File: src/verilog/hkswt_pkg.sv
package hkswt_pkg;
  // ------------------------------------------------------------------
  // register addresses
  // ------------------------------------------------------------------
  localparam logic [6:0] ADDR_TEMP_CTRL = 7'h12;
  localparam logic [6:0] ADDR_TEMP_OFFS = 7'h13;
  localparam logic [6:0] ADDR_WAKE_EXP = 7'h14;
  localparam logic [6:0] ADDR_WAKE_MANT_HI = 7'h15;
  localparam logic [6:0] ADDR_WAKE_MANT_LO = 7'h16;
  localparam logic [6:0] ADDR_WAKE_CNT_HI = 7'h17;
  localparam logic [6:0] ADDR_WAKE_CNT_LO = 7'h18;
  localparam logic [6:0] ADDR_SUP_THRESH = 7'h1a;
  localparam logic [6:0] ADDR_SUP_LEVEL = 7'h1b;
  localparam logic [6:0] ADDR_CONV_CTRL = 7'h0f;
  localparam logic [6:0] ADDR_CONV_VALUE = 7'h11;
  localparam logic [6:0] ADDR_OPMODE = 7'h07;
  localparam logic [6:0] ADDR_IRQ_EN2 = 7'h06;
  // ------------------------------------------------------------------
  // reset values
  // ------------------------------------------------------------------
  localparam logic [7:0] RST_TEMP_CTRL = 8'h20;
  localparam logic [7:0] RST_ZERO = 8'h00;
  localparam logic [4:0] RST_SUP_THRESH = 5'h14;
  // ------------------------------------------------------------------
  // field positions
  // ------------------------------------------------------------------
  localparam int TC_RANGE_LO = 6;
  localparam int TC_OFFS_EN = 5;
  localparam int TC_TRIM_EN = 4;
  localparam int CC_START = 7;
  localparam int CC_SEL_LO = 4;
  localparam int CC_REF_LO = 2;
  localparam int OM_SLOW_XTAL = 6;
  localparam int OM_SUP_EN = 6 - 1;
  localparam int OM_WAKE_EN = 4;
  localparam int OM_SLEEP = 0;
  localparam int IE_WAKE = 3;
  localparam int IE_SUP = 2;
  localparam int WE_EXP_LO = 2;
  localparam logic [2:0] SEL_TEMP = 3'h0;
  localparam logic [1:0] RANGE_ABS = 2'h2;
  // ------------------------------------------------------------------
  // timing
  // ------------------------------------------------------------------
  localparam int CLK_MHZ = 200;
  localparam int CONV_TIME_US = 350;
  localparam int CONV_CYC = CONV_TIME_US * CLK_MHZ;
  localparam int SUP_ON_US = 250;
  localparam int SUP_ON_CYC = SUP_ON_US * CLK_MHZ;
  localparam int SUP_PERIOD_S = 1;
  localparam int SLOW_HZ = 32768;
  localparam int SUP_PERIOD_TICKS = SUP_PERIOD_S * SLOW_HZ;
  localparam int WAKE_PRESCALE = 4;
  localparam int SUP_FILTER = 4;
endpackage : hkswt_pkg

File: src/verilog/hkswt_edge.sv
`timescale 1ns/1ps
`default_nettype none
// two-flop synchroniser with rising-edge pulse
module hkswt_edge
  import hkswt_pkg::*;
(
  input wire logic i_core_clk, // core clock
  input wire logic i_rst_b, // async reset, low
  input wire logic i_async, // pin from outside
  output logic o_level, // synchronised level
  output logic o_rise // one-cycle rise pulse
);
  logic meta_reg;
  logic sync_reg;
  logic last_reg;
  // ------------------------------------------------------------------
  // synchroniser
  // ------------------------------------------------------------------
  // first flop feeds only the second
  always_ff @(posedge i_core_clk or negedge i_rst_b) begin
    if (!i_rst_b) begin
      meta_reg <= 1'b0;
      sync_reg <= 1'b0;
      last_reg <= 1'b0;
    end else begin
      meta_reg <= i_async;
      sync_reg <= meta_reg;
      last_reg <= sync_reg;
    end
  end
  assign o_level = sync_reg;
  assign o_rise = sync_reg & ~last_reg;
endmodule : hkswt_edge
`default_nettype wire

File: src/verilog/hkswt_top.sv
// Behaviour
// RL1: temp sensor powered when converter selects it
// RL2: host sequence select, ref, range, offset, start
// RL3: two-bit range field picks scale
// RL4: offset enable adds offset to result
// RL5: trim enable shifts sensor by trim
// RL6: shift control clear gives absolute kelvin
// RL7: below threshold with enable asserts interrupt
// RL8: supply coded 1.7 V plus 50 mV steps
// RL9: monitor powered 250 us every second
// RL10: four consecutive low readings before interrupt
// RL11: monitor in sleep starts RC oscillator
// RL12: supply level readable, upper bits zero
// RL13: wake timer counts from sleep entry
// RL14: period is 4 times mantissa times 2^exp
// RL15: expiry with enable asserts interrupt pin
// RL16: enabled expiry starts the fast crystal
// RL17: disabled expiry pulses general pin only
// RL18: wake count readable in two bytes
// RL19: crystal select moves slow clock to pin
// RL20: converter start self-clears after 350 us
// RL21: wake count reloads after each expiry
`timescale 1ns/1ps
`default_nettype none
module hkswt_top
  import hkswt_pkg::*;
(
  input wire logic i_core_clk, // 200 MHz system clock
  input wire logic i_rst_b, // async reset, low
  input wire logic i_wr_stb, // register write strobe
  input wire logic i_rd_stb, // register read strobe
  input wire logic [6:0] i_addr, // register address
  input wire logic [7:0] i_wdata, // write data
  output logic [7:0] o_rdata, // read data, registered
  input wire logic i_rc_clk, // 32.768 kHz rc clock
  input wire logic i_xtal_clk, // 32 kHz crystal on general pin zero
  input wire logic [7:0] i_conv_raw, // eight_bit_converter raw result
  input wire logic [4:0] i_supply_raw, // supply_monitor 5-bit sample
  output logic o_temp_sensor_on, // sensor power
  output logic o_tshift_on, // temperature_shift_control_bit
  output logic [1:0] o_temp_range, // analog range select
  output logic [3:0] o_temp_trim, // analog trim, zero when off
  output logic o_conv_busy, // conversion running
  output logic o_supply_mon_on, // monitor and converter power
  output logic o_rc_osc_on, // rc oscillator enable
  output logic o_xtal_pin_mode, // general_pin_zero as crystal
  output logic o_fast_xtal_on, // 30 MHz crystal start
  output logic o_wake_gp_pulse, // expiry on general pin
  output logic o_interrupt_pin_low // interrupt, active low
);
  logic [7:0] temp_ctrl_reg;
  logic [7:0] temp_offs_reg;
  logic [7:0] wake_exp_reg;
  logic [15:0] wake_mant_reg;
  logic [4:0] sup_thresh_reg;
  logic [7:0] conv_ctrl_reg;
  logic [7:0] opmode_reg;
  logic [7:0] irq_en_reg;
  logic [7:0] conv_value_reg;
  logic [4:0] sup_level_reg;
  logic [15:0] wake_cnt_reg;
  logic [17:0] wake_pre_reg;
  logic [31:0] conv_cnt_reg;
  logic [31:0] sup_on_cnt_reg;
  logic [15:0] sup_tick_reg;
  logic [2:0] sup_low_reg;
  logic sup_irq_reg;
  logic wake_irq_reg;
  logic fast_xtal_reg;
  logic gp_pulse_reg;
  logic sleep_last_reg;
  logic [7:0] rdata_next;
  logic slow_tick;
  logic rc_tick;
  logic xt_tick;
  logic sleep_now;
  logic wake_run;
  logic sup_en;
  logic [17:0] pre_limit;
  logic wake_expire;
  logic [3:0] wake_exp;
  // ------------------------------------------------------------------
  // slow clock sampling
  // ------------------------------------------------------------------
  hkswt_edge u_rc_edge (
    .i_core_clk(i_core_clk),
    .i_rst_b(i_rst_b),
    .i_async(i_rc_clk),
    .o_level(),
    .o_rise(rc_tick)
  );
  hkswt_edge u_xt_edge (
    .i_core_clk(i_core_clk),
    .i_rst_b(i_rst_b),
    .i_async(i_xtal_clk),
    .o_level(),
    .o_rise(xt_tick)
  );
  // crystal select swaps the slow tick source
  assign slow_tick = opmode_reg[OM_SLOW_XTAL] ? xt_tick : rc_tick; // [RL19]
  assign o_xtal_pin_mode = opmode_reg[OM_SLOW_XTAL]; // [RL19]
  assign sleep_now = opmode_reg[OM_SLEEP];
  assign sup_en = opmode_reg[OM_SUP_EN];
  assign wake_exp = wake_exp_reg[WE_EXP_LO +: 4];
  // ------------------------------------------------------------------
  // host writes
  // ------------------------------------------------------------------
  // conversion start self-clears; a new write wins over the clear
  always_ff @(posedge i_core_clk or negedge i_rst_b) begin
    if (!i_rst_b) begin
      temp_ctrl_reg <= RST_TEMP_CTRL;
      temp_offs_reg <= RST_ZERO;
      wake_exp_reg <= RST_ZERO;
      wake_mant_reg <= {RST_ZERO, RST_ZERO};
      sup_thresh_reg <= RST_SUP_THRESH;
      conv_ctrl_reg <= RST_ZERO;
      opmode_reg <= RST_ZERO;
      irq_en_reg <= RST_ZERO;
    end else begin
      if (conv_ctrl_reg[CC_START] && conv_cnt_reg == 32'(CONV_CYC - 1)) begin
        conv_ctrl_reg[CC_START] <= 1'b0; // [RL20]
      end
      if (i_wr_stb) begin
        unique case (i_addr)
          ADDR_TEMP_CTRL: temp_ctrl_reg <= i_wdata;
          ADDR_TEMP_OFFS: temp_offs_reg <= i_wdata;
          ADDR_WAKE_EXP: wake_exp_reg <= {2'h0, i_wdata[5:0]};
          ADDR_WAKE_MANT_HI: wake_mant_reg[15:8] <= i_wdata;
          ADDR_WAKE_MANT_LO: wake_mant_reg[7:0] <= i_wdata;
          ADDR_SUP_THRESH: sup_thresh_reg <= i_wdata[4:0];
          ADDR_CONV_CTRL: conv_ctrl_reg <= i_wdata;
          ADDR_OPMODE: opmode_reg <= i_wdata;
          ADDR_IRQ_EN2: irq_en_reg <= i_wdata;
          default: ;
        endcase
      end
    end
  end
  // ------------------------------------------------------------------
  // temperature sensor and converter
  // ------------------------------------------------------------------
  // sensor powers itself whenever the converter points at it
  assign o_temp_sensor_on = conv_ctrl_reg[CC_SEL_LO +: 3] == SEL_TEMP; // [RL1]
  assign o_temp_range = temp_ctrl_reg[TC_RANGE_LO +: 2]; // [RL3]
  assign o_temp_trim = temp_ctrl_reg[TC_TRIM_EN] ? temp_ctrl_reg[3:0] : 4'h0; // [RL5]
  // shift bit shares the offset-enable position; absolute only in range 10
  assign o_tshift_on = temp_ctrl_reg[TC_OFFS_EN] | (o_temp_range != RANGE_ABS); // [RL6]
  assign o_conv_busy = conv_ctrl_reg[CC_START];
  // conversion timer; result latched when it ends
  always_ff @(posedge i_core_clk or negedge i_rst_b) begin
    if (!i_rst_b) begin
      conv_cnt_reg <= 32'h0;
      conv_value_reg <= 8'h00;
    end else if (conv_ctrl_reg[CC_START]) begin
      conv_cnt_reg <= conv_cnt_reg + 32'h1;
      if (conv_cnt_reg == 32'(CONV_CYC - 1)) begin
        // offset is unsigned and wraps; negative trim is analog only
        conv_value_reg <= temp_ctrl_reg[TC_OFFS_EN] ?
          i_conv_raw + temp_offs_reg : i_conv_raw; // [RL4] [RL20]
      end
    end else begin
      conv_cnt_reg <= 32'h0;
    end
  end
  // ------------------------------------------------------------------
  // supply monitor
  // ------------------------------------------------------------------
  // rc runs in sleep whenever monitor or rc-timed wake needs it
  assign o_rc_osc_on = (sup_en && sleep_now) ||
    (wake_run && !opmode_reg[OM_SLOW_XTAL]); // [RL11]
  always_ff @(posedge i_core_clk or negedge i_rst_b) begin
    if (!i_rst_b) begin
      sup_tick_reg <= 16'h0;
      sup_on_cnt_reg <= 32'h0;
      o_supply_mon_on <= 1'b0;
    end else if (!sup_en) begin
      sup_tick_reg <= 16'h0;
      sup_on_cnt_reg <= 32'h0;
      o_supply_mon_on <= 1'b0;
    end else begin
      if (slow_tick) begin
        sup_tick_reg <= (sup_tick_reg == 16'(SUP_PERIOD_TICKS - 1)) ?
          16'h0 : sup_tick_reg + 16'h1;
      end
      // measurement window opens once a second
      if (slow_tick && sup_tick_reg == 16'h0) begin
        o_supply_mon_on <= 1'b1; // [RL9]
        sup_on_cnt_reg <= 32'h0;
      end else if (o_supply_mon_on) begin
        sup_on_cnt_reg <= sup_on_cnt_reg + 32'h1;
        if (sup_on_cnt_reg == 32'(SUP_ON_CYC - 1)) begin
          o_supply_mon_on <= 1'b0;
        end
      end
    end
  end
  // sample at end of window; filter four lows in a row
  always_ff @(posedge i_core_clk or negedge i_rst_b) begin
    if (!i_rst_b) begin
      sup_level_reg <= 5'h00;
      sup_low_reg <= 3'h0;
      sup_irq_reg <= 1'b0;
    end else if (!sup_en) begin
      sup_low_reg <= 3'h0;
      sup_irq_reg <= 1'b0;
    end else if (o_supply_mon_on && sup_on_cnt_reg == 32'(SUP_ON_CYC - 1)) begin
      sup_level_reg <= i_supply_raw; // [RL8]
      if (i_supply_raw < sup_thresh_reg) begin
        if (sup_low_reg != 3'(SUP_FILTER)) begin
          sup_low_reg <= sup_low_reg + 3'h1;
        end
        sup_irq_reg <= sup_low_reg >= 3'(SUP_FILTER - 1); // [RL10]
      end else begin
        sup_low_reg <= 3'h0;
        sup_irq_reg <= 1'b0;
      end
    end
  end
  // ------------------------------------------------------------------
  // wake timer
  // ------------------------------------------------------------------
  // prescale 4 * 2^exp slow ticks per mantissa count
  assign pre_limit = 18'(WAKE_PRESCALE) << wake_exp; // [RL14]
  assign wake_expire = wake_run && slow_tick &&
    wake_pre_reg == pre_limit - 18'h1 && wake_cnt_reg == wake_mant_reg - 16'h1;
  always_ff @(posedge i_core_clk or negedge i_rst_b) begin
    if (!i_rst_b) begin
      wake_run <= 1'b0;
      wake_pre_reg <= 18'h0;
      wake_cnt_reg <= 16'h0;
      sleep_last_reg <= 1'b0;
    end else begin
      sleep_last_reg <= sleep_now;
      if (sleep_now && !sleep_last_reg && opmode_reg[OM_WAKE_EN]) begin
        wake_run <= 1'b1; // [RL13]
        wake_pre_reg <= 18'h0;
        wake_cnt_reg <= 16'h0;
      end else if (!opmode_reg[OM_WAKE_EN] || !sleep_now) begin
        wake_run <= 1'b0;
      end else if (wake_run && slow_tick) begin
        if (wake_pre_reg == pre_limit - 18'h1) begin
          wake_pre_reg <= 18'h0;
          // reload keeps wake events periodic
          wake_cnt_reg <= wake_expire ? 16'h0 : wake_cnt_reg + 16'h1; // [RL21]
        end else begin
          wake_pre_reg <= wake_pre_reg + 18'h1;
        end
      end
    end
  end
  // expiry: interrupt plus crystal, or general-pin pulse only
  always_ff @(posedge i_core_clk or negedge i_rst_b) begin
    if (!i_rst_b) begin
      wake_irq_reg <= 1'b0;
      fast_xtal_reg <= 1'b0;
      gp_pulse_reg <= 1'b0;
    end else begin
      gp_pulse_reg <= wake_expire && !irq_en_reg[IE_WAKE]; // [RL17]
      if (wake_expire && irq_en_reg[IE_WAKE]) begin
        wake_irq_reg <= 1'b1; // [RL15]
        fast_xtal_reg <= 1'b1; // [RL16]
      end else if (i_rd_stb && i_addr == ADDR_WAKE_CNT_HI) begin
        wake_irq_reg <= 1'b0;
      end
      // an enabled expiry in the same cycle wins over the drop
      if (!sleep_now && !wake_irq_reg && !(wake_expire && irq_en_reg[IE_WAKE])) begin
        fast_xtal_reg <= 1'b0;
      end
    end
  end
  assign o_fast_xtal_on = fast_xtal_reg | !sleep_now;
  assign o_wake_gp_pulse = gp_pulse_reg;
  // pin low while either enabled source is pending
  assign o_interrupt_pin_low = !((sup_irq_reg && irq_en_reg[IE_SUP]) ||
    wake_irq_reg); // [RL7] [RL15]
  // ------------------------------------------------------------------
  // host reads
  // ------------------------------------------------------------------
  always_comb begin
    unique case (i_addr)
      ADDR_TEMP_CTRL: rdata_next = temp_ctrl_reg;
      ADDR_TEMP_OFFS: rdata_next = temp_offs_reg;
      ADDR_WAKE_EXP: rdata_next = wake_exp_reg;
      ADDR_WAKE_MANT_HI: rdata_next = wake_mant_reg[15:8];
      ADDR_WAKE_MANT_LO: rdata_next = wake_mant_reg[7:0];
      ADDR_WAKE_CNT_HI: rdata_next = wake_cnt_reg[15:8]; // [RL18]
      ADDR_WAKE_CNT_LO: rdata_next = wake_cnt_reg[7:0]; // [RL18]
      ADDR_SUP_THRESH: rdata_next = {3'h0, sup_thresh_reg};
      ADDR_SUP_LEVEL: rdata_next = sup_en ? {3'h0, sup_level_reg} : 8'h00; // [RL12]
      ADDR_CONV_CTRL: rdata_next = conv_ctrl_reg;
      ADDR_CONV_VALUE: rdata_next = conv_value_reg; // [RL2]
      ADDR_OPMODE: rdata_next = opmode_reg;
      ADDR_IRQ_EN2: rdata_next = irq_en_reg;
      default: rdata_next = 8'h00;
    endcase
  end
  always_ff @(posedge i_core_clk or negedge i_rst_b) begin
    if (!i_rst_b) begin
      o_rdata <= 8'h00;
    end else if (i_rd_stb) begin
      o_rdata <= rdata_next;
    end
  end
endmodule : hkswt_top
`default_nettype wire

File: config.mk
export PLATFORM = sky130hd
export DESIGN_NAME = hkswt_top
export DESIGN_NICKNAME = d
export VERILOG_FILES = /design/src/verilog/hkswt_pkg.sv /design/src/verilog/hkswt_edge.sv /design/src/verilog/hkswt_top.sv
export SDC_FILE = /design/constraint.sdc
export NUM_CORES = 1
export LEC_CHECK = 0
export BUFFER_PORTS_ARGS = -buffer_cell sky130_fd_sc_hd__buf_2
export CORE_MARGIN = 4
export CORE_UTILIZATION = 62
export CTS_BUF_LIST = sky130_fd_sc_hd__clkbuf_4 sky130_fd_sc_hd__clkbuf_8 sky130_fd_sc_hd__clkbuf_16
export DETAILED_ROUTE_END_ITERATION = 7
export PLACE_DENSITY = 0.79
export SLEW_MARGIN = 20
export SYNTH_ARGS = -nofsm -noshare
export SYNTH_HDL_FRONTEND = slang
export SYNTH_SLANG_ARGS = --single-unit
File: constraint.sdc
create_clock -name i_core_clk -period 4.66 [get_ports i_core_clk]
set_clock_uncertainty 0.15 [all_clocks]
set_input_delay 0.932 -clock i_core_clk [delete_from_list [all_inputs] [get_ports i_core_clk]]
set_output_delay 0.932 -clock i_core_clk [all_outputs]
set_load 0.05 [all_outputs]
==> out/metrics.yaml <==
row_count: 51
met2_usage: 0.415
power_density_mw_per_mm2: 336
pin_count: 57
die_w_um: 149
synth_enable_flop_cells: 0
grt_pass1_wl_mm: 48.1
coreArea_mm2: 0.0195
avgSynthCellArea_um2: 9.77
clk_latency_ns: 0.53
cp_slowest_cell: "or4_1"
synthTopCellsByArea: "dfrtp_1 (44%), mux2_2 (8.0%), xnor2_1 (4.5%), xor2_1 (3.5%), nor2_1 (3.3%)"
yosysTopAreaCell: "dfrtp_1"
grt_antenna_before_repair: 1
ys.flop_type: "dfrtp_1"
power_w: 0.00459
cts-buffers-inserted: 24
h-tree-depth: 1
synthCells: 1264
ys_ff_latch: 218
worstPathCellList: "or4_1 > ha_1 > buf_4 > or3b_2 > a211o_1 > o211ai_1 > nor2b_1 > nand4_1 > or4_1 > nand3_2 > o21ai_0"
fin_crit_ns: 4.29
synth_top_area_frac: 0.436
yosysUniqueCellTypes: 75
cp_num_buf_inv: 1
rsz0062_at_grt: "false"
synth_compound_area_frac: 0.120
routed_wl_mm: 29.4
fin_nets: 1361
cts_sinks: 218
syn2layout_area_growth_pct: 10.8
hold_ws_ns: 0.203
synthSimpleGateAreaFrac: 0.209
synth.cell_area_mm2: 0.0123
required_ns: 4.88
fmax_ghz: 0.233
cts.hold.buffers_added: 0
async_reset_ff_frac: 1.00
finalNonFillerCells: 1584
critPathTopFamily: "simple AND/OR/NAND/NOR gates"
grt.total_usage: 0.266
dpl.cell_count: 1543
finalHoldViolations: 0
dieArea_mm2: 0.0222
status: "complete, no violations"
worstMarginPinSlew_ns: 1.05
start_util: 0.632
synthMuxAreaShare: 0.0965
cp_max_fo: 15
slew-limit-headroom: 0.301
dp_hpwl_mm: 20.0
cts_resized: 0
hp-start: "u_rc_edge.meta_reg$_DFF_PN0_"
crit_start: "wake_exp_reg[5]$_DFFE_PN0P_"
cap_violations: 0
end_kind: "flip-flop"
viasPerCell: 6.16
die_h_um: 149
clkTransAtPathRegs_ns: 0.06
drc: 0
postCtsSetupRepairBufs: 0
power.leakage_nw: 6.04
finalCritPeriodShare: 0.921
cts_tree: "done"
drv_slew: 0
vias: 9753
drtPass1Iterations: 5
grt_use_met1: 0.385
synth_warnings: 0
cp-start-kind: "flip-flop"
min_path_type: "flip-flop to flip-flop"
yosysSeqAreaShare: 0.442
synthAdderAreaFrac: 0.0239
slowest_delay_ns: 0.87
synth_nets: 1321
grt_pass1_vias: 9333
port_buffers: 56
worst_ep_arrival_time_ns: 4.52
drive_above_1_share: 0.175
crit_type: "flip-flop to flip-flop"
cts_root_buf: "clkbuf_16"
grt_max_degree: 91
yosys.cell_count.top_type: "dfrtp_1"
vdd_drop_max_v: 0.000303
r2r_start: "wake_exp_reg[5]$_DFFE_PN0P_"
first_iter_violations: 930
synth_top_family_by_area: "simple AND/OR/NAND/NOR gates"
avgRoutedWirePerCell_um: 18.6
crit_top_cell: "or4_1"
fin_setup_tns_ns: 0
setup_viol: 0
grt_overflow: 0
clockBufferDepth: 3
synth_xor_area_frac: 0.0794
place.gp.congestion: 0.964
ys_top_cells_by_count: "dfrtp_1 (215), nor2_1 (110), nand2_1 (100)"
grtUsageMet3: 0.0413
ant_nets: 0
busiest_layer: "met2"
[where the power goes]
group	switching (W)	internal, W	leakage (nW)
Combinational	0.000368	0.000249	2.71
Sequential	0.0000760	0.00196	2.94
Clock	0.000764	0.00118	0.395
[cell families (layout without fill, tap and decap cells)]
| kind of cell | count (synthesis) | count (layout) |
|---|---|---|
| muxes | 103 | 103 |
| and+or+nand+nor | 498 | 498 |
| xor gates and xnor gates | 112 | 112 |
| other | 0 | 1 |
| buffers and inverters | 89 | 143 |
| adders and majority gates | 23 | 23 |
| AOI/OAI and AO/OA | 221 | 221 |
| DFF | 218 | 218 |
[cell usage in the layout (no fill, tap or decap), drive strengths merged, types with 15 or more instances in the layout]
cell type,netlist,final
nor4,17,17
nand2b,16,16
o21ai,72,72
xor2,49,49
xnor2,63,63
buf,17,71
a22oi,26,26
clkbuf,40,30
and3,34,34
a21oi,37,37
nand3,68,68
nand2,100,100
and2,38,38
mux2,88,88
ha,22,22
nor2b,15,15
dfrtp,215,215
nor2,110,110
nand4,20,20
inv,32,32
nor3,24,24
[per-layer routing]
metal  vias up  share of wire
met1      4703           0.44
met5         -              0
met3        89          0.062
met2       355           0.46
met4         0          0.037
li1       4606              -
[through the flow]
stage	area, um^2	setup WS [ns]	util
CTS	13700	0.405	0.700
floorplan	12300	0.850	-
global placement	12900	0.525	0.658
finish	13700	0.368	0.701
global route	13700	0.213	0.700
detailed placement	12900	0.452	0.658
[path summary, 6_finish.rpt]
| path | end | slack, ns | cells after the start |
|---|---|---|---|
| max | wake_cnt_reg[0]$_DFFE_PN0P_ | 0.37 | 11 |
| min in group asynchronous | sup_on_cnt_reg[16]$_DFFE_PN0P_ | 0.25 | 1 |
| min reg2reg | u_rc_edge.o_level$_DFF_PN0_ | 0.20 | 0 |
| max reg2reg | wake_cnt_reg[0]$_DFFE_PN0P_ | 0.37 | 11 |
| min | u_rc_edge.o_level$_DFF_PN0_ | 0.20 | 0 |
| max in group asynchronous | temp_ctrl_reg[5]$_DFFE_PN1P_ | 3.18 | 2 |
[cell type report]
type / instances / area [um^2]
clock buffers: 30 / 671
flip-flops and latches: 218 / 5460
clock inverters: 10 / 144
well taps: 265 / 332
repair buffers: 71 / 415
fillers: 1465 / 5850
multi-input cells: 957 / 6540
inverters: 32 / 120
diodes: 1 / 2.50
Note: power is estimated with default switching activity, not from simulation.
